`src/rtl/port_ovr_pkg.sv`:
```
package port_ovr_pkg;
   // register indices; byte address is four times the index
   localparam logic [3:0] IDX_PORT_A_INPUT_LEVELS = 4'h0;
   localparam logic [3:0] IDX_PORT_A_DIRECTION = 4'h1;
   localparam logic [3:0] IDX_PORT_A_OUTPUT_DATA = 4'h2;
   localparam logic [3:0] IDX_PORT_A_PULLUP_ENABLE = 4'h3;
   localparam logic [3:0] IDX_PORT_CONTROL = 4'h8;
   localparam int ADR_IDX_LSB = 2;
   localparam int ADR_IDX_MSB = 5;

   // reset values
   localparam logic [7:0] RST_PORT_A_DIRECTION = 8'h00;
   localparam logic [7:0] RST_PORT_A_OUTPUT_DATA = 8'h00;
   localparam logic [7:0] RST_PORT_A_PULLUP_ENABLE = 8'h00;
   localparam logic [7:0] RST_PORT_CONTROL = 8'h00;

   // port control layout; bit 3 reserved
   localparam logic [7:0] PORT_CONTROL_MASK = 8'hf7;
   localparam int BIT_GAP_SWITCH_PORT_A = 0;
   localparam int BIT_GAP_SWITCH_PORT_B = 1;
   localparam int BIT_GAP_SWITCH_PORT_C = 2;
   localparam int BIT_ANALOG8_INPUT_OFF = 4;
   localparam int BIT_ANALOG9_INPUT_OFF = 5;
   localparam int BIT_ANALOG10_INPUT_OFF = 6;
   localparam int BIT_ANALOG11_INPUT_OFF = 7;

   // pad widths and third-port pad positions
   localparam int PORT_A_WIDTH = 8;
   localparam int PORT_B_WIDTH = 4;
   localparam int PORT_C_WIDTH = 6;
   localparam int PAD_SELECT = 0;
   localparam int PAD_SERIAL_CLOCK = 1;
   localparam int PAD_CLOCK_OUT = 2;
   localparam int PAD_RESET = 3;
   localparam int PAD_SHARED_DATA = 4;
   localparam int PAD_CLOCK_IN = 5;

   // two-wire spike filter timing
   localparam int CLK_PERIOD_PS = 4000;
   localparam int SPIKE_FILTER_NS = 50;
   localparam int SPIKE_FILTER_CYCLES_INT = (SPIKE_FILTER_NS * 1000 + CLK_PERIOD_PS - 1)
      / CLK_PERIOD_PS;
   localparam logic [3:0] SPIKE_FILTER_CYCLES = SPIKE_FILTER_CYCLES_INT[3:0];
endpackage

```
`src/rtl/pad_override_mux.sv`:
```
`timescale 1ns/1ps
// chooses between the port-register path and the alternate-function overrides for one pad
module pad_override_mux (
   input wire logic regPullup,
   input wire logic regDir,
   input wire logic regOut,
   input wire logic pullupOvrEn,
   input wire logic pullupOvrVal,
   input wire logic dirOvrEn,
   input wire logic dirOvrVal,
   input wire logic outvalOvrEn,
   input wire logic outvalOvrVal,
   input wire logic inbufOvrEn,
   input wire logic inbufOvrVal,
   output logic padPullup,
   output logic padDir,
   output logic padOut,
   output logic inbufOn
);
   logic basePullup;

   // register path pull-up only acts on an input pad
   assign basePullup = regPullup & ~regDir;

   // each override enable replaces the register-derived control, or the always-on default for the input buffer
   assign padPullup = pullupOvrEn ? pullupOvrVal : basePullup;
   assign padDir = dirOvrEn ? dirOvrVal : regDir;
   assign padOut = outvalOvrEn ? outvalOvrVal : regOut;
   assign inbufOn = inbufOvrEn ? inbufOvrVal : 1'b1;
endmodule

```
`src/rtl/bbm_gap.sv`:
```
`timescale 1ns/1ps
// break-before-make: a direction bit turning to output first spends one cycle tri-stated
module bbm_gap #(
   parameter int WIDTH = 8
) (
   input wire logic mclk,
   input wire logic rst_n,
   input wire logic gapOn,
   input wire logic [WIDTH-1:0] dirIn,
   output logic [WIDTH-1:0] dirOut
);
   logic [WIDTH-1:0] dirPrev_reg;

   // remembers last cycle's direction to spot a fresh turn to output
   always_ff @(posedge mclk or negedge rst_n)
   begin
      if (!rst_n)
      begin
         dirPrev_reg <= '0;
      end
      else
      begin
         dirPrev_reg <= dirIn;
      end
   end

   // hold a newly made output in tri-state for the first cycle
   genvar i;
   generate
      for (i = 0; i < WIDTH; i++)
      begin : g_bit
         assign dirOut[i] = dirIn[i] & ~(gapOn & ~dirPrev_reg[i]);
      end
   endgenerate
endmodule

```
`src/rtl/port_override_and_port_a_regs.sv`:
```
// Register access over Wishbone was left to the implementer.
`timescale 1ns/1ps
// Operation
// external clock frees clock-input pad completely
// clock-input buffer override and held-on conditions
// shared data pad direction/value from host, two-wire
// shared data buffer on by source 16
// reset function forces pull-up, input, buffer override
// clock-out flag drives system clock out
// host mode also overrides clock-out pad
// clock-out buffer on by source 14, irq0
// serial-clock pad overrides for two-wire or host
// serial-clock input routing, buffer by source 13
// select pad input in host, compare-A output
// two-wire enables slew control and spike filter
// clock-input pad feeds pin-change source 17
// port control bit 3 reads zero
// gap switching inserts one tri-state cycle
// analog input-off bits gate second-port buffers
// override enable selects override value per pad
// first-port registers drive matching pads, synced input
module port_override_and_port_a_regs (
   input wire logic mclk,
   input wire logic rst_n,
   // classic wishbone slave
   input wire logic cyc_i,
   input wire logic stb_i,
   input wire logic we_i,
   input wire logic [5:0] adr_i,
   input wire logic [3:0] sel_i,
   input wire logic [31:0] dat_i,
   output logic [31:0] dat_o,
   output logic ack_o,
   // first port pads
   input wire logic [7:0] padAIn,
   output logic [7:0] padAOut,
   output logic [7:0] padADriveN,
   output logic [7:0] padAPullup,
   // third port pads
   input wire logic [5:0] padCIn,
   output logic [5:0] padCOut,
   output logic [5:0] padCDriveN,
   output logic [5:0] padCPullup,
   output logic [5:0] padCInbufOn,
   output logic [5:0] padCLevel,
   output logic slewLimitData,
   output logic slewLimitClock,
   // third port register path from its own registers
   input wire logic [5:0] portCPullupReg,
   input wire logic [5:0] portCDirReg,
   input wire logic [5:0] portCOutReg,
   // second port overrides and gap enable
   input wire logic [3:0] pinchgSrcB,
   output logic [3:0] padBInbufOvrEn,
   output logic [3:0] padBInbufOvrVal,
   output logic gapSwitchPortB,
   // device configuration and peripheral state
   input wire logic externalSysclkSel,
   input wire logic deepSleepActive,
   input wire logic resetPinFunctionFlag,
   input wire logic clockOutFuse,
   input wire logic pinchgGroup1On,
   input wire logic pinchgGroup2On,
   input wire logic pinchgSrc12,
   input wire logic pinchgSrc13,
   input wire logic pinchgSrc14,
   input wire logic pinchgSrc15,
   input wire logic pinchgSrc16,
   input wire logic pinchgSrc17,
   input wire logic serialPeriphOn,
   input wire logic serialPeriphHostMode,
   input wire logic twoWireOn,
   input wire logic twoWireDataDrive,
   input wire logic twoWireClockDrive,
   input wire logic spiHostTransmit,
   input wire logic spiTargetTransmit,
   input wire logic spiHostClockDrive,
   input wire logic extIrq0Used,
   input wire logic cmpAOutputDriveOn,
   input wire logic cmpAWaveform,
   // routed pad inputs
   output logic extClockPinIn,
   output logic pinchgIn12,
   output logic pinchgIn13,
   output logic pinchgIn14,
   output logic pinchgIn15,
   output logic pinchgIn16,
   output logic pinchgIn17,
   output logic spiTargetReceive,
   output logic spiHostReceive,
   output logic spiClockIn,
   output logic spiSelectIn,
   output logic extIrq0Source,
   output logic capture1Input,
   output logic timer1CountSource,
   output logic twoWireClockIn,
   output logic twoWireDataIn
);
   logic [7:0] portADir_reg;
   logic [7:0] portAOut_reg;
   logic [7:0] portAPullup_reg;
   logic [7:0] portControl_reg;
   logic [7:0] padASync1_reg;
   logic [7:0] padASync2_reg;
   logic [5:0] padCSync1_reg;
   logic [5:0] padCSync2_reg;
   logic ack_reg;
   logic [31:0] datOut_reg;
   logic [31:0] readData_next;
   logic [3:0] regIdx;
   logic reqValid;
   logic wrCommit;
   logic [7:0] wrByte;
   logic [7:0] padADirGap;
   logic [7:0] inbufA;
   logic [7:0] padALevel;
   logic [5:0] padCDirGap;
   logic [5:0] cPuoe;
   logic [5:0] cPuov;
   logic [5:0] cDdoe;
   logic [5:0] cDdov;
   logic [5:0] cPvoe;
   logic [5:0] cPvov;
   logic [5:0] cDieoe;
   logic [5:0] cDieov;
   logic [5:0] padCDir;
   logic [1:0] twRaw;
   logic twFilt_reg [2];
   logic [3:0] twCount_reg [2];
   logic spiHost;
   logic [3:0] analogOff;

   // bus decode: request seen once, committed at the edge where ack is high
   assign regIdx = adr_i[port_ovr_pkg::ADR_IDX_MSB:port_ovr_pkg::ADR_IDX_LSB];
   assign reqValid = cyc_i & stb_i;
   assign wrCommit = reqValid & we_i & ack_reg & sel_i[0];
   assign wrByte = dat_i[7:0];
   assign ack_o = ack_reg;
   assign dat_o = datOut_reg;

   // ack one cycle after the request, dropped the cycle after
   always_ff @(posedge mclk or negedge rst_n)
   begin
      if (!rst_n)
      begin
         ack_reg <= 1'b0;
      end
      else
      begin
         ack_reg <= reqValid & ~ack_reg;
      end
   end

   // read mux; unmapped indices read zero
   always_comb
   begin
      readData_next = 32'h0000_0000;
      case (regIdx)
         port_ovr_pkg::IDX_PORT_A_INPUT_LEVELS: readData_next[7:0] = padALevel;
         port_ovr_pkg::IDX_PORT_A_DIRECTION: readData_next[7:0] = portADir_reg;
         port_ovr_pkg::IDX_PORT_A_OUTPUT_DATA: readData_next[7:0] = portAOut_reg;
         port_ovr_pkg::IDX_PORT_A_PULLUP_ENABLE: readData_next[7:0] = portAPullup_reg;
         port_ovr_pkg::IDX_PORT_CONTROL:
            readData_next[7:0] = portControl_reg & port_ovr_pkg::PORT_CONTROL_MASK;
         default: readData_next = 32'h0000_0000;
      endcase
   end

   // read data captured with the request, held while ack is high
   always_ff @(posedge mclk or negedge rst_n)
   begin
      if (!rst_n)
      begin
         datOut_reg <= 32'h0000_0000;
      end
      else if (reqValid & ~ack_reg)
      begin
         datOut_reg <= readData_next;
      end
   end

   // first-port direction register
   always_ff @(posedge mclk or negedge rst_n)
   begin
      if (!rst_n)
      begin
         portADir_reg <= port_ovr_pkg::RST_PORT_A_DIRECTION;
      end
      else if (wrCommit && regIdx == port_ovr_pkg::IDX_PORT_A_DIRECTION)
      begin
         portADir_reg <= wrByte;
      end
   end

   // first-port output data; writing ones to the input register toggles them
   always_ff @(posedge mclk or negedge rst_n)
   begin
      if (!rst_n)
      begin
         portAOut_reg <= port_ovr_pkg::RST_PORT_A_OUTPUT_DATA;
      end
      else if (wrCommit && regIdx == port_ovr_pkg::IDX_PORT_A_OUTPUT_DATA)
      begin
         portAOut_reg <= wrByte;
      end
      else if (wrCommit && regIdx == port_ovr_pkg::IDX_PORT_A_INPUT_LEVELS)
      begin
         portAOut_reg <= portAOut_reg ^ wrByte;
      end
   end

   // first-port pull-up enables
   always_ff @(posedge mclk or negedge rst_n)
   begin
      if (!rst_n)
      begin
         portAPullup_reg <= port_ovr_pkg::RST_PORT_A_PULLUP_ENABLE;
      end
      else if (wrCommit && regIdx == port_ovr_pkg::IDX_PORT_A_PULLUP_ENABLE)
      begin
         portAPullup_reg <= wrByte;
      end
   end

   // port control; reserved bit never stored
   always_ff @(posedge mclk or negedge rst_n)
   begin
      if (!rst_n)
      begin
         portControl_reg <= port_ovr_pkg::RST_PORT_CONTROL;
      end
      else if (wrCommit && regIdx == port_ovr_pkg::IDX_PORT_CONTROL)
      begin
         portControl_reg <= wrByte & port_ovr_pkg::PORT_CONTROL_MASK;
      end
   end

   // two-flop synchronisers for all pad levels
   always_ff @(posedge mclk or negedge rst_n)
   begin
      if (!rst_n)
      begin
         padASync1_reg <= 8'h00;
         padASync2_reg <= 8'h00;
         padCSync1_reg <= 6'h00;
         padCSync2_reg <= 6'h00;
      end
      else
      begin
         padASync1_reg <= padAIn;
         padASync2_reg <= padASync1_reg;
         padCSync1_reg <= padCIn;
         padCSync2_reg <= padCSync1_reg;
      end
   end

   // gap switching for the first and third ports
   bbm_gap #(.WIDTH(port_ovr_pkg::PORT_A_WIDTH)) u_gapA (
      .mclk(mclk),
      .rst_n(rst_n),
      .gapOn(portControl_reg[port_ovr_pkg::BIT_GAP_SWITCH_PORT_A]),
      .dirIn(portADir_reg),
      .dirOut(padADirGap)
   );

   bbm_gap #(.WIDTH(port_ovr_pkg::PORT_C_WIDTH)) u_gapC (
      .mclk(mclk),
      .rst_n(rst_n),
      .gapOn(portControl_reg[port_ovr_pkg::BIT_GAP_SWITCH_PORT_C]),
      .dirIn(portCDirReg),
      .dirOut(padCDirGap)
   );

   assign gapSwitchPortB = portControl_reg[port_ovr_pkg::BIT_GAP_SWITCH_PORT_B];

   // first port: register path only, bit i drives pad i
   genvar a;
   generate
      for (a = 0; a < port_ovr_pkg::PORT_A_WIDTH; a++)
      begin : g_padA
         pad_override_mux u_mux (
            .regPullup(portAPullup_reg[a]),
            .regDir(padADirGap[a]),
            .regOut(portAOut_reg[a]),
            .pullupOvrEn(1'b0),
            .pullupOvrVal(1'b0),
            .dirOvrEn(1'b0),
            .dirOvrVal(1'b0),
            .outvalOvrEn(1'b0),
            .outvalOvrVal(1'b0),
            .inbufOvrEn(1'b0),
            .inbufOvrVal(1'b0),
            .padPullup(padAPullup[a]),
            .padDir(),
            .padOut(padAOut[a]),
            .inbufOn(inbufA[a])
         );
         assign padADriveN[a] = ~padADirGap[a];
      end
   endgenerate

   assign padALevel = padASync2_reg & inbufA;

   // third-port override terms
   assign spiHost = serialPeriphOn & serialPeriphHostMode;

   // select pad
   assign cPuoe[0] = 1'b0;
   assign cPuov[0] = 1'b0;
   assign cDdoe[0] = spiHost;
   assign cDdov[0] = 1'b0;
   assign cPvoe[0] = cmpAOutputDriveOn;
   assign cPvov[0] = cmpAWaveform;
   assign cDieoe[0] = pinchgSrc12 & pinchgGroup2On;
   assign cDieov[0] = pinchgSrc12 & pinchgGroup2On;

   // serial-clock pad
   assign cPuoe[1] = 1'b0;
   assign cPuov[1] = 1'b0;
   assign cDdoe[1] = twoWireOn | spiHost;
   assign cDdov[1] = twoWireOn | twoWireClockDrive;
   assign cPvoe[1] = twoWireOn | spiHost;
   assign cPvov[1] = twoWireOn
      & (spiHost & spiHostClockDrive & (serialPeriphOn | serialPeriphHostMode));
   assign cDieoe[1] = pinchgSrc13 & pinchgGroup2On;
   assign cDieov[1] = pinchgSrc13 & pinchgGroup2On;

   // clock-output pad
   assign cPuoe[2] = clockOutFuse;
   assign cPuov[2] = 1'b0;
   assign cDdoe[2] = clockOutFuse | spiHost;
   assign cDdov[2] = clockOutFuse;
   assign cPvoe[2] = clockOutFuse | spiHost;
   assign cPvov[2] = (clockOutFuse & mclk) | (clockOutFuse & spiHost & spiTargetTransmit);
   assign cDieoe[2] = (pinchgSrc14 & pinchgGroup2On) | extIrq0Used;
   assign cDieov[2] = (pinchgSrc14 & pinchgGroup2On) | extIrq0Used;

   // reset pad
   assign cPuoe[3] = resetPinFunctionFlag;
   assign cPuov[3] = 1'b1;
   assign cDdoe[3] = resetPinFunctionFlag;
   assign cDdov[3] = 1'b0;
   assign cPvoe[3] = resetPinFunctionFlag;
   assign cPvov[3] = 1'b0;
   assign cDieoe[3] = resetPinFunctionFlag | (pinchgSrc15 & pinchgGroup2On);
   assign cDieov[3] = resetPinFunctionFlag & pinchgSrc15 & pinchgGroup2On;

   // shared data pad
   assign cPuoe[4] = 1'b0;
   assign cPuov[4] = 1'b0;
   assign cDdoe[4] = spiHost | twoWireOn;
   assign cDdov[4] = twoWireOn & twoWireDataDrive;
   assign cPvoe[4] = twoWireOn | spiHost;
   assign cPvov[4] = (twoWireOn & spiHost & spiHostTransmit)
      | (twoWireOn & (serialPeriphOn | serialPeriphHostMode));
   assign cDieoe[4] = pinchgSrc16 & pinchgGroup2On;
   assign cDieov[4] = pinchgSrc16 & pinchgGroup2On;

   // clock-input pad
   assign cPuoe[5] = externalSysclkSel;
   assign cPuov[5] = 1'b0;
   assign cDdoe[5] = externalSysclkSel;
   assign cDdov[5] = 1'b0;
   assign cPvoe[5] = externalSysclkSel;
   assign cPvov[5] = 1'b0;
   assign cDieoe[5] = externalSysclkSel | (pinchgSrc17 & pinchgGroup2On);
   assign cDieov[5] = (externalSysclkSel & deepSleepActive)
      | (externalSysclkSel & pinchgSrc17 & pinchgGroup2On);

   // third port: one override mux per pad
   genvar c;
   generate
      for (c = 0; c < port_ovr_pkg::PORT_C_WIDTH; c++)
      begin : g_padC
         pad_override_mux u_mux (
            .regPullup(portCPullupReg[c]),
            .regDir(padCDirGap[c]),
            .regOut(portCOutReg[c]),
            .pullupOvrEn(cPuoe[c]),
            .pullupOvrVal(cPuov[c]),
            .dirOvrEn(cDdoe[c]),
            .dirOvrVal(cDdov[c]),
            .outvalOvrEn(cPvoe[c]),
            .outvalOvrVal(cPvov[c]),
            .inbufOvrEn(cDieoe[c]),
            .inbufOvrVal(cDieov[c]),
            .padPullup(padCPullup[c]),
            .padDir(padCDir[c]),
            .padOut(padCOut[c]),
            .inbufOn(padCInbufOn[c])
         );
         assign padCDriveN[c] = ~padCDir[c];
      end
   endgenerate

   assign padCLevel = padCSync2_reg & padCInbufOn;

   // second-port buffer overrides from the analog input-off bits
   assign analogOff = portControl_reg[port_ovr_pkg::BIT_ANALOG11_INPUT_OFF:
      port_ovr_pkg::BIT_ANALOG8_INPUT_OFF];
   assign padBInbufOvrEn = pinchgSrcB & {4{pinchgGroup1On}} & analogOff;
   assign padBInbufOvrVal = pinchgSrcB & {4{pinchgGroup1On}};

   // two-wire spike filter: a change must persist before it is passed on
   assign twRaw = {padCSync2_reg[port_ovr_pkg::PAD_SHARED_DATA],
      padCSync2_reg[port_ovr_pkg::PAD_SERIAL_CLOCK]};
   genvar f;
   generate
      for (f = 0; f < 2; f++)
      begin : g_filt
         always_ff @(posedge mclk or negedge rst_n)
         begin
            if (!rst_n)
            begin
               twFilt_reg[f] <= 1'b1;
               twCount_reg[f] <= 4'h0;
            end
            else if (!twoWireOn || twRaw[f] == twFilt_reg[f])
            begin
               twFilt_reg[f] <= twoWireOn ? twFilt_reg[f] : twRaw[f];
               twCount_reg[f] <= 4'h0;
            end
            else if (twCount_reg[f] == port_ovr_pkg::SPIKE_FILTER_CYCLES - 4'h1)
            begin
               twFilt_reg[f] <= twRaw[f];
               twCount_reg[f] <= 4'h0;
            end
            else
            begin
               twCount_reg[f] <= twCount_reg[f] + 4'h1;
            end
         end
      end
   endgenerate

   assign slewLimitData = twoWireOn;
   assign slewLimitClock = twoWireOn;

   // routing of the third-port pad inputs to their users
   assign extClockPinIn = padCIn[port_ovr_pkg::PAD_CLOCK_IN] & padCInbufOn[5];
   assign pinchgIn17 = padCLevel[port_ovr_pkg::PAD_CLOCK_IN];
   assign pinchgIn16 = padCLevel[port_ovr_pkg::PAD_SHARED_DATA];
   assign spiTargetReceive = padCLevel[port_ovr_pkg::PAD_SHARED_DATA];
   assign pinchgIn15 = padCLevel[port_ovr_pkg::PAD_RESET];
   assign pinchgIn14 = padCLevel[port_ovr_pkg::PAD_CLOCK_OUT];
   assign spiHostReceive = padCLevel[port_ovr_pkg::PAD_CLOCK_OUT];
   assign extIrq0Source = padCLevel[port_ovr_pkg::PAD_CLOCK_OUT];
   assign pinchgIn13 = padCLevel[port_ovr_pkg::PAD_SERIAL_CLOCK];
   assign capture1Input = padCLevel[port_ovr_pkg::PAD_SERIAL_CLOCK];
   assign spiClockIn = padCLevel[port_ovr_pkg::PAD_SERIAL_CLOCK];
   assign timer1CountSource = padCLevel[port_ovr_pkg::PAD_SERIAL_CLOCK];
   assign twoWireClockIn = twFilt_reg[0];
   assign twoWireDataIn = twFilt_reg[1];
   assign pinchgIn12 = padCLevel[port_ovr_pkg::PAD_SELECT];
   assign spiSelectIn = padCLevel[port_ovr_pkg::PAD_SELECT];
endmodule

```
`config.mk`:
```
export PLATFORM = sky130hd
export DESIGN_NAME = port_override_and_port_a_regs
export DESIGN_NICKNAME = d
export VERILOG_FILES = /design/src/rtl/port_ovr_pkg.sv /design/src/rtl/pad_override_mux.sv /design/src/rtl/bbm_gap.sv /design/src/rtl/port_override_and_port_a_regs.sv
export SDC_FILE = /design/constraint.sdc
export NUM_CORES = 1
export LEC_CHECK = 0
export BUFFER_PORTS_ARGS = -buffer_cell sky130_fd_sc_hd__buf_2
export CAP_MARGIN = 20
export CORE_MARGIN = 8
export CORE_UTILIZATION = 25
export DETAILED_ROUTE_END_ITERATION = 7
export SLEW_MARGIN = 5
export SYNTH_ARGS = -nofsm -noshare
export SYNTH_HDL_FRONTEND = slang
export SYNTH_HIERARCHICAL = 1
export SYNTH_SLANG_ARGS = --single-unit
```
`constraint.sdc`:
```
create_clock -name mclk -period 1.7 [get_ports mclk]
set_input_delay 0.255 -clock mclk [delete_from_list [all_inputs] [get_ports mclk]]
set_output_delay 0.255 -clock mclk [all_outputs]
set_load 0.01 [all_outputs]
```
==> run summary, run 1 <==
The run gives 6 as the detailed-routing iteration count for the pre-antenna-repair pass. The run gives 0.814 as the routability-driven placement congestion ratio. Synthesis handed over a netlist of 452 instances. The total area inside the core boundary comes to 19400 µm².

Setup repair after global routing could not meet its margin everywhere. For this configuration, the core starts out at a cell density of 25.3%. The cell depth of the worst flop-to-flop path was 5; the clock-pin slew on the worst setup and hold paths was 70 ps.

The instance area at placement was 6290 µm²; the y dimension of the die was 156 µm. The run gives 51 as the total number of placement rows. Entering global routing, the biggest net connects 39 pins.

The hold path depth came out at 2. After detailed routing, the average wire length per cell comes to 13.7 µm. The number of vias after detailed routing was 3949; the final setup slack of the worst path was -91.0 ps.

The logs give 22 for the final setup violation count and 13700 µm for the total length of routed wires. The analysis attributes to cell leakage a power of 0.00364 µW. The areal power density over the cells was 778 nW/µm².

The worst setup path is launched from a flip-flop. The classification of the worst setup path is reg -> out. The number of antenna violations at the first check in global routing is 0. After legalization and detailed placement, the total HPWL measured 10500 µm.

Derived from the worst setup path, the maximum achievable clock frequency is 558 MHz. The tools report the required time of the critical path as 1440 ps. Across the routed clock network, the largest skew measured is 7.31 ps. The combined area of all synthesized cells was 4920 µm²; the ratio of cells with drive above 1 in the final layout was 42.6%.

After the first detailed-routing iteration, the DRC count stood at 138. For the clock insertion delay at the later pin of the skew report, the log shows 460 ps. The data arrival at the endpoint of the critical path is 1540 ps. TritonCTS built the clock tree. For the remaining antenna violation count after routing, the log shows 0. In the routed layout, each cell is associated on average with a via count of 3.96. Critical-path maximum fanout: 7. STA classifies the critical path endpoint as an output port. Global routing finished with a remaining overflow of 0. The final hold violation count is 0, and the worst slack after detailed placement is 62.4 ps. The run finished, with violations left. The tools report the number of global-route vias before repair as 4075. The area of the die is 24400 µm². After the last flow step, the layout net total stands at 837. The pin slew with the least headroom to its limit was 534 ps; the number of buffers added on ports was 165. The floorplan step set the die width to 156 µm. In this run the mean area of a mapped cell was 10.9 µm². Global routing used 11.1% of the available tracks across all layers.

Fill cells in the final layout number 2005. Hold is met by 91.6 ps. The repair_antennas step left the layout with diodes totalling 0. The worst vdd rail ir drop came out at 431 µV. The post-route clock period utilization is 105%.

The worst hold path class was in -> reg. For the max-capacitance violation count, the log shows 0. The first global-routing pass estimated 21100 µm of wire. The count of pins on the block boundary was 220. The tools report the residual DRC count as 0. The checks that failed: setup timing. Relative to the synthesized area, the layout overhead comes to 44.3%. The minimum clock period after layout is 1790 ps, and the final max-slew violation count is 0. The Yosys step of the flow raised 6 warnings. In this run the tightest slew margin relative to its limit is 64.4%. The finished cells cover 7100 µm².
-- what timing repair did --
| item | in CTS | in global routing |
|---|---|---|
| buffers inserted | 6 | 1 |
| hold endpoints to repair | 52 | 0 |
| hold buffers | 21 | 0 |
| endpoints found under the setup margin | 29 | 23 |
| pin swaps | 0 | 3 |
| resized for setup | 34 | 24 |
-- report_power, final --
group          switching [µW]  internal, µW
Clock                     959          1410
Sequential               50.0          2270
Combinational             430           403
-- cell usage in the layout (no fill, tap or decap), drive strengths merged, types with 2 or more instances in the layout --
| cell type | n |
|---|---|
| a32o | 3 |
| a32oi | 4 |
| and2 | 16 |
| nor2 | 8 |
| clkinv | 3 |
| o22ai | 4 |
| o211a | 3 |
| and3 | 8 |
| a21o | 3 |
| a22o | 4 |
| buf | 196 |
| mux2 | 49 |
| mux2i | 6 |
| nor2b | 4 |
| nand3b | 7 |
| nand4b | 3 |
| or2 | 10 |
| nand2 | 30 |
| inv | 35 |
| xnor2 | 2 |
| conb | 97 |
| a22oi | 4 |
| dfrtp | 90 |
| dfstp | 2 |
| ha | 4 |
| o21ai | 19 |
| a311oi | 3 |
| xor2 | 4 |
| a21boi | 17 |
| nand2b | 28 |
| a21oi | 18 |
| dlygate4sd3 | 21 |
| nand3 | 8 |
| clkbuf | 12 |
-- through the flow --
step / power, µW / cells / setup TNS (ps) / utilization (%)
6_report: 5520 / 997 / -1150 / 36.6
5_1_grt: 5820 / 997 / -3050 / 36.6
4_1_cts: 5600 / 996 / -1460 / 36.1
3_5_place_dp: 3160 / 951 / 0 / 32.4
3_3_place_gp: 3150 / 951 / 0 / 32.4
2_1_floorplan: 2850 / 547 / 0 / -
-- worst max-delay path, cell delays in order (launching register included) --
cell and delay, ps:
sky130_fd_sc_hd__dfrtp_2 540, sky130_fd_sc_hd__a21boi_2 110, sky130_fd_sc_hd__mux2_4 290, sky130_fd_sc_hd__inv_2 50, sky130_fd_sc_hd__buf_6 90
-- path summary, 6_finish.rpt --
check,startpoint,to,slack [ps]
setup reg to reg,ack_o,dat_o[6],140
setup / recovery,portControl_reg[2],padCDriveN[2],-90
min in group asynchronous,rst_n,padASync1_reg[1],310
hold / removal,dat_i[3],portAPullup_reg[3],90
max in group asynchronous,rst_n,u_gapA/dirPrev_reg[4],810
hold reg to reg,padCSync1_reg[3],padCSync2_reg[3],350
-- cell type report --
class	instances	area [µm²]	area share, %
sequential	92	2310	32.5
clock inverter	6	81.3	1.15
timing repair buffer	216	1380	19.4
inverter	33	124	1.75
tap	265	332	4.67
multi-input combinational	372	2590	36.5
clock buffer	13	290	4.09
-- layer usage --
layer  vias to the layer above  share of wire, %  global-route usage [%]
li1                       1964                 -                       -
met1                      1832                42                    12.9
met2                       145                49                    18.8
met3                         8               8.3                    3.94
met4                         0              0.74                    3.52
met5                         -                 0                       0
(Power assumes the default switching activity.)
==> run 2: changes to the inputs <==
BUFFER_PORTS_ARGS = -buffer_cell sky130_fd_sc_hd__buf_4   (was -buffer_cell sky130_fd_sc_hd__buf_2)
REMOVE_ABC_BUFFERS = 1   (was not set)
==> run 2 against run 1 <==
  * The flow still finishes with violations (setup timing)
  * Die area is the same
  * Core utilization grew 2.1 points
  * Routed wire length grew 3.2%
  * Worst hold slack lost 26 ps
  * Design area grew 5.8%
  * Critical path depth grew 1
  * Maximum frequency shrank 0.36%
  * Clock skew shrank 2.9 ps
  * Non-clock buffer count shrank 1
  * Highest routed layer unchanged
  * Sequential share of layout area shrank 1.8 points
  * Sequential power is essentially flat
==> run summary, run 2 (synthesis gave the netlist of run 1 again) <==
In this run the power spent charging and discharging nets is 1480 µW. Die width: 156 µm. The number of antenna violations at the first check in global routing was 0. The final setup violation count was 26; the achievable frequency was 556 MHz.

The worst hold path begins at dat_i[5]. HPWL after detailed placement: 10800 µm. The total routing usage reported by global routing is 11.6%, and the switching portion of total power is 26.6%. The path with the worst hold slack has its endpoint at portAPullup_reg[5].

The filler cells instantiated in the layout total 1960. In this run the critical register-to-register path is launched from ack_o. The routability-driven placement congestion ratio was 0.834. The run finished, with violations left. Per report_power, the clock group accounts for 41.3% of the total. The ratio of cells with drive above 1 in the final layout is 43.8%. The worst hold path class was in -> reg. For this design the top-level I/O count stands at 220. The placed instances occupy a cell area of 6680 µm². The tools report the starting density of the core as 25.3%. Entering global routing, the biggest net connects 37 pins. The final core utilization is 38.7%, and the count of placed standard cells including taps is 949.

Most common library cell in the layout ignoring fill and taps: sky130_fd_sc_hd__buf_4. Placeable core region: 19400 µm². At the worst endpoint, the arrival time is 1540 ps. In the final routed layout, each cell accounts on average for 14.2 µm. The repair_antennas step left the layout with diodes totalling 0. Adding up every negative setup slack in the final design gives -1340 ps.

The top cell types in the final layout, fill and taps aside, are sky130_fd_sc_hd__buf_4 (177), sky130_fd_sc_hd__conb_1 (97), sky130_fd_sc_hd__dfrtp_1 (88), sky130_fd_sc_hd__nand2_1 (30), sky130_fd_sc_hd__mux2_2 (28). By startpoint and endpoint, the worst setup path is classified as reg -> out. The final max-slew violation count is 0. The worst vdd rail ir drop was 450 µV. The checks that failed: setup timing. The worst slack after detailed placement was 18.3 ps; the number of global-route vias before repair was 4108.

The final setup slack of the worst path came out at -97.4 ps. The final critical path takes up 106% of the cycle. The worst clock skew on the final layout is 4.41 ps, and the static leakage power is 0.00376 µW. The final layout contains routed wiring with a total length of 14100 µm. Of the total power, registers draw 41.6%. The layout overhead on the synthesized area was 52.7%. The final hold violation count was 0; the final instance count without filler cells was 996. The pre-antenna-repair detailed-routing pass consisted of 4 iterations. Once layout is done, the placed cells without fillers occupy 7510 µm².

The total number of placement rows is 51. The first-pass GRT wire length came out at 21800 µm. The minimum clock period after layout was 1800 ps. For this run, design rule violations remaining after detail routing come to 0.

After global routing the overflow that remains totals 0. In this run the worst path has a maximum fanout of 5. The number of vias after detailed routing is 4001, and the minimum setup slack among reg-to-reg paths is 70 ps. Measured in cells, the most critical reg-to-reg path has a length of 4.

The later pin in the worst-skew pair is clocked with a latency of 460 ps. The number of buffers added on ports was 165; the number of nets in the final layout was 836. The required time of the critical path was 1440 ps. Max-cap violations in this run came to 0.

Internal power comes to 4090 µW. The startpoint kind of the worst setup timing path is a flip-flop. The areal power density over the cells was 743 nW/µm²; the area of the die was 24400 µm². The y dimension of the die came out at 156 µm.

TritonCTS built the clock tree. Clock-pin slew on the worst setup and hold paths: 70 ps. Setup repair after global routing could not meet its margin everywhere.

The ratio of routed vias to standard cells was 4.02. STA classifies the critical path endpoint as an output port. Once detail routing completed, the nets flagged for antenna violations numbered 0. The worst hold path passes through 2 cells. In this run, the number of DRC markers left after iteration 0 of detailed routing was 120. The tools report the endpoint of the worst register-to-register path as portControl_reg[5]. Per report_power, the combinational group accounts for 17.0% of the total.
-- run 2: how the worst max path moves through the flow --
stage	startpoint	end	cells past startpoint
4_1_cts	portControl_reg[0]	padAPullup[1]	5
2_1_floorplan	ack_o	portControl_reg[0]	3
3_5_place_dp	cyc_i	portControl_reg[6]	5
3_3_place_gp	cyc_i	portControl_reg[5]	5
5_1_grt	portControl_reg[0]	padAPullup[2]	5
6_report	portControl_reg[0]	padAPullup[1]	5
-- run 2: area by class of cell --
cell class | instances | area (µm²) | area share, %
Multi-Input combinational cell | 372 | 2630 | 35.0
Sequential cell | 92 | 2310 | 30.7
Timing Repair Buffer | 215 | 1760 | 23.4
Tap cell | 265 | 332 | 4.42
Clock buffer | 13 | 300 | 4.00
Inverter | 33 | 124 | 1.65
Clock inverter | 6 | 60.1 | 0.800
-- run 2: power by group through the flow --
stage / Combinational [µW] / Clock, µW / Sequential (µW)
finish: 950 / 2300 / 2320
floorplan: 358 / 33.9 / 2350
CTS: 935 / 2390 / 2320
detailed placement: 870 / 45.4 / 2360
global route: 1050 / 2500 / 2330
global placement: 862 / 45.4 / 2360
-- run 2: per-stage QoR --
| step | total power (µW) | hold WS (ps) |
|---|---|---|
| after global placement | 3270 | 233 |
| after floorplan | 2740 | -40.6 |
| after CTS | 5650 | 48.6 |
| after global routing | 5890 | 49.6 |
| final | 5580 | 66.0 |
| after detailed placement | 3280 | 235 |
-- run 2: critical path, cell delays in order (launching register included) --
cell                       delay, ps
sky130_fd_sc_hd__dfrtp_2         460
sky130_fd_sc_hd__buf_6           160
sky130_fd_sc_hd__a21boi_2        150
sky130_fd_sc_hd__nand2b_1        120
sky130_fd_sc_hd__o21ai_1          60
sky130_fd_sc_hd__buf_4           140
-- run 2: timing repair --
item                                    in CTS  in global routing
hold buffers                                21                  0
gates resized for setup                     37                 29
endpoints found under the setup margin      29                 29
setup buffers                                6                  2
pin swaps                                    6                 13
hold endpoints to repair                    46                  0
-- run 2: metal layers --
metal,part of all wire (%),track usage (%)
met3,11,5.79
met2,46,18.4
met1,42,13.7
met5,0,0
met4,0.81,3.02
==> run 3: changes to the inputs <==
CORE_ASPECT_RATIO = 1.1   (was not set)
CORE_MARGIN = 2   (was 8)
==> run 3 against run 2 <==
  * The flow still finishes with violations (setup timing)
  * Combinational power about the same
  * Final cell count down 2.0%
  * Routed wire length down 6.1%
  * Critical endpoint is now padCDriveN[0]
  * Non-clock buffer count down 2
==> run summary, run 3 (synthesis gave the netlist of run 1 again) <==
The flow ran to the end, but the final reports show violations. The checks that failed: setup timing. The minimum clock period after layout was 1780 ps. The logs give 0 for the final max-slew violation count and 0 for the remaining global-route overflow.

In the layout the commonest cells are sky130_fd_sc_hd__buf_4 (172), sky130_fd_sc_hd__conb_1 (97), sky130_fd_sc_hd__dfrtp_1 (88), sky130_fd_sc_hd__nand2_1 (30), sky130_fd_sc_hd__mux2_2 (28). Setup repair after global routing could not meet its margin everywhere. The run gives 0 as the max-capacitance violation count. 220 I/O pins were placed.

After layout, the design draws a total of 5580 µW. The antenna diode instance count is 0. For the minimum setup slack among reg-to-reg paths, the log shows 40 ps.

Once placement finished, the instance area stood at 6630 µm². The ratio of routed vias to standard cells works out to 4.10. The number of nets in the final layout was 834; the total length of routed wires was 13300 µm. At the later pin of the worst-skew pair, clock insertion delay measures 470 ps.

The critical path goes through a21boi_2, mux2_4, inv_2, buf_6. The logs give 3756 for the number of global-route vias before repair and 0 for the remaining antenna violation count after routing. The routability-driven placement congestion ratio came out at 0.720.

The run gives 1 as the number of antenna violations at the first check in global routing. The starting density of the core is 25.6%. Derived from the worst setup path, the maximum achievable clock frequency is 563 MHz. The tools report the startpoint of the tightest hold check path as dat_i[0]. Along the worst hold path, the cell count comes to 2.

Including well taps, the total number of placed cells is 929. In this run the critical register-to-register path is captured at portControl_reg[4]. The ratio of cells with drive above 1 in the final layout came out at 43.8%.

At the placement stage, the worst setup path has a slack of -16.6 ps. The areal power density over the cells came out at 741 nW/µm². Counting buffers and inverters, the worst setup path is 4 cells deep. The layout overhead on the synthesized area is 53.0%, and the finished layout cell area is 7520 µm². The run gives 0.00376 µW as the static leakage power. The tightest hold margin was 60.0 ps. The reg-to-reg startpoint was ack_o. The tools report the required time of the critical path as 1440 ps. Counting cells, the worst reg-to-reg path comes to 4. The worst-case IR drop observed on VDD is 636 µV. Of all nets on the critical path, the largest fanout is 7. For the register area, the log shows 2310 µm². Detailed placement finished with a half-perimeter wire length of 9730 µm.

After clock tree synthesis, the clock-pin slew on the worst setup and hold paths is 70 ps. The die is 151 µm tall. Detail-routed net length per standard cell: 13.6 µm. The floorplan has 53 rows. STA classifies the critical path endpoint as an output port. The run gives 976 as the final instance count without filler cells.

During placement, the flow inserted port buffers numbering 165. For the final setup slack of the worst path, the log shows -76.4 ps. The number of buffers and inverters on the critical path is 2.

The run gives 6.17 ps as the worst clock skew on the final layout. The first global-routing pass estimated 19400 µm of wire. Entering global routing, the biggest net connects 42 pins. The total area inside the core boundary comes to 19200 µm². The residual DRC count was 0.

The area of the multi-input gates is 2680 µm². The worst hold path class was in -> reg. The cell with the biggest individual delay on the critical path is sky130_fd_sc_hd__dfrtp_2.

The classification of the worst setup path is reg -> out. The die width is 138 µm, and the starting DRC count in detailed routing is 81. The data arrival at the endpoint of the critical path was 1520 ps. The library cell used most frequently in the layout, excluding fill and tap cells, is sky130_fd_sc_hd__buf_4.

The kind of cell with the highest combined delay along the critical path is flip-flops. TritonCTS built the clock tree. The floorplan step defined a die boundary enclosing 20800 µm². Post-route clock period utilization: 104%.

Detailed routing inserted a total of 3997 vias. The first detailed-routing pass ran for 4 iterations. The largest single stage delay on the critical path is 520 ps. Fill cells in the final layout number 1907. The run gives 12.7% as the total routing usage reported by global routing. The final setup violation count is 23. The end of the worst hold path was portControl_reg[0]. The worst setup path is launched from a flip-flop. For the final hold violation count, the log shows 0.
## run 3: worst reg2reg max path, delay by kind of cell (launching register included)
family                 cells  cell delay, ps
buffers and inverters      1             200
flip-flops                 1             400
multiplexers               1             260
AND/OR/NAND/NOR            2             680
## run 3: final cells by class
cell class              instances  area share, %
clock buffers                  16           4.41
multi-input cells             372           35.6
flip-flops and latches         92           30.7
well taps                     247           4.11
clock inverters                 3          0.383
inverters                      33           1.65
repair buffers                213           23.2
## run 3: through the flow
| step | utilization (%) | TNS (ps) |
|---|---|---|
| 6_report | 39.1 | -1110 |
| 5_1_grt | 39.1 | -2710 |
| 4_1_cts | 38.3 | -1720 |
| 3_5_place_dp | 34.5 | -30.5 |
| 3_3_place_gp | 34.5 | -19.2 |
| 2_1_floorplan | - | 0 |
## run 3: worst max-delay path by stage
stage | from | endpoint | slack (ps)
CTS | portControl_reg[2] | padCDriveN[1] | -90
floorplan | ack_o | portControl_reg[0] | 50
finish | portControl_reg[2] | padCDriveN[0] | -80
global placement | serialPeriphOn | padCDriveN[4] | -10
detailed placement | serialPeriphOn | padCDriveN[4] | -20
global route | portControl_reg[0] | padAPullup[3] | -140
## run 3: report_power, final
group | total, µW | internal, µW | switching (µW)
Clock | 2300 | 1370 | 934
Combinational | 951 | 512 | 439
Sequential | 2320 | 2270 | 50.6
## run 3: per-layer routing
metal | part of all wire (%) | track usage (%) | up-vias
met5 | 0.060 | 0 | -
met4 | 0.94 | 3.83 | 2
met3 | 8.7 | 4.62 | 13
met2 | 49 | 22.1 | 159
met1 | 42 | 14.5 | 1871
li1 | - | - | 1952
## run 3: what timing repair did
| item | CTS | global route |
|---|---|---|
| setup buffers | 6 | 2 |
| hold endpoints to repair | 42 | 0 |
| resized for setup | 45 | 31 |
| hold buffers | 21 | 0 |
| pin swaps | 7 | 10 |
| endpoints found under the setup margin | 30 | 42 |
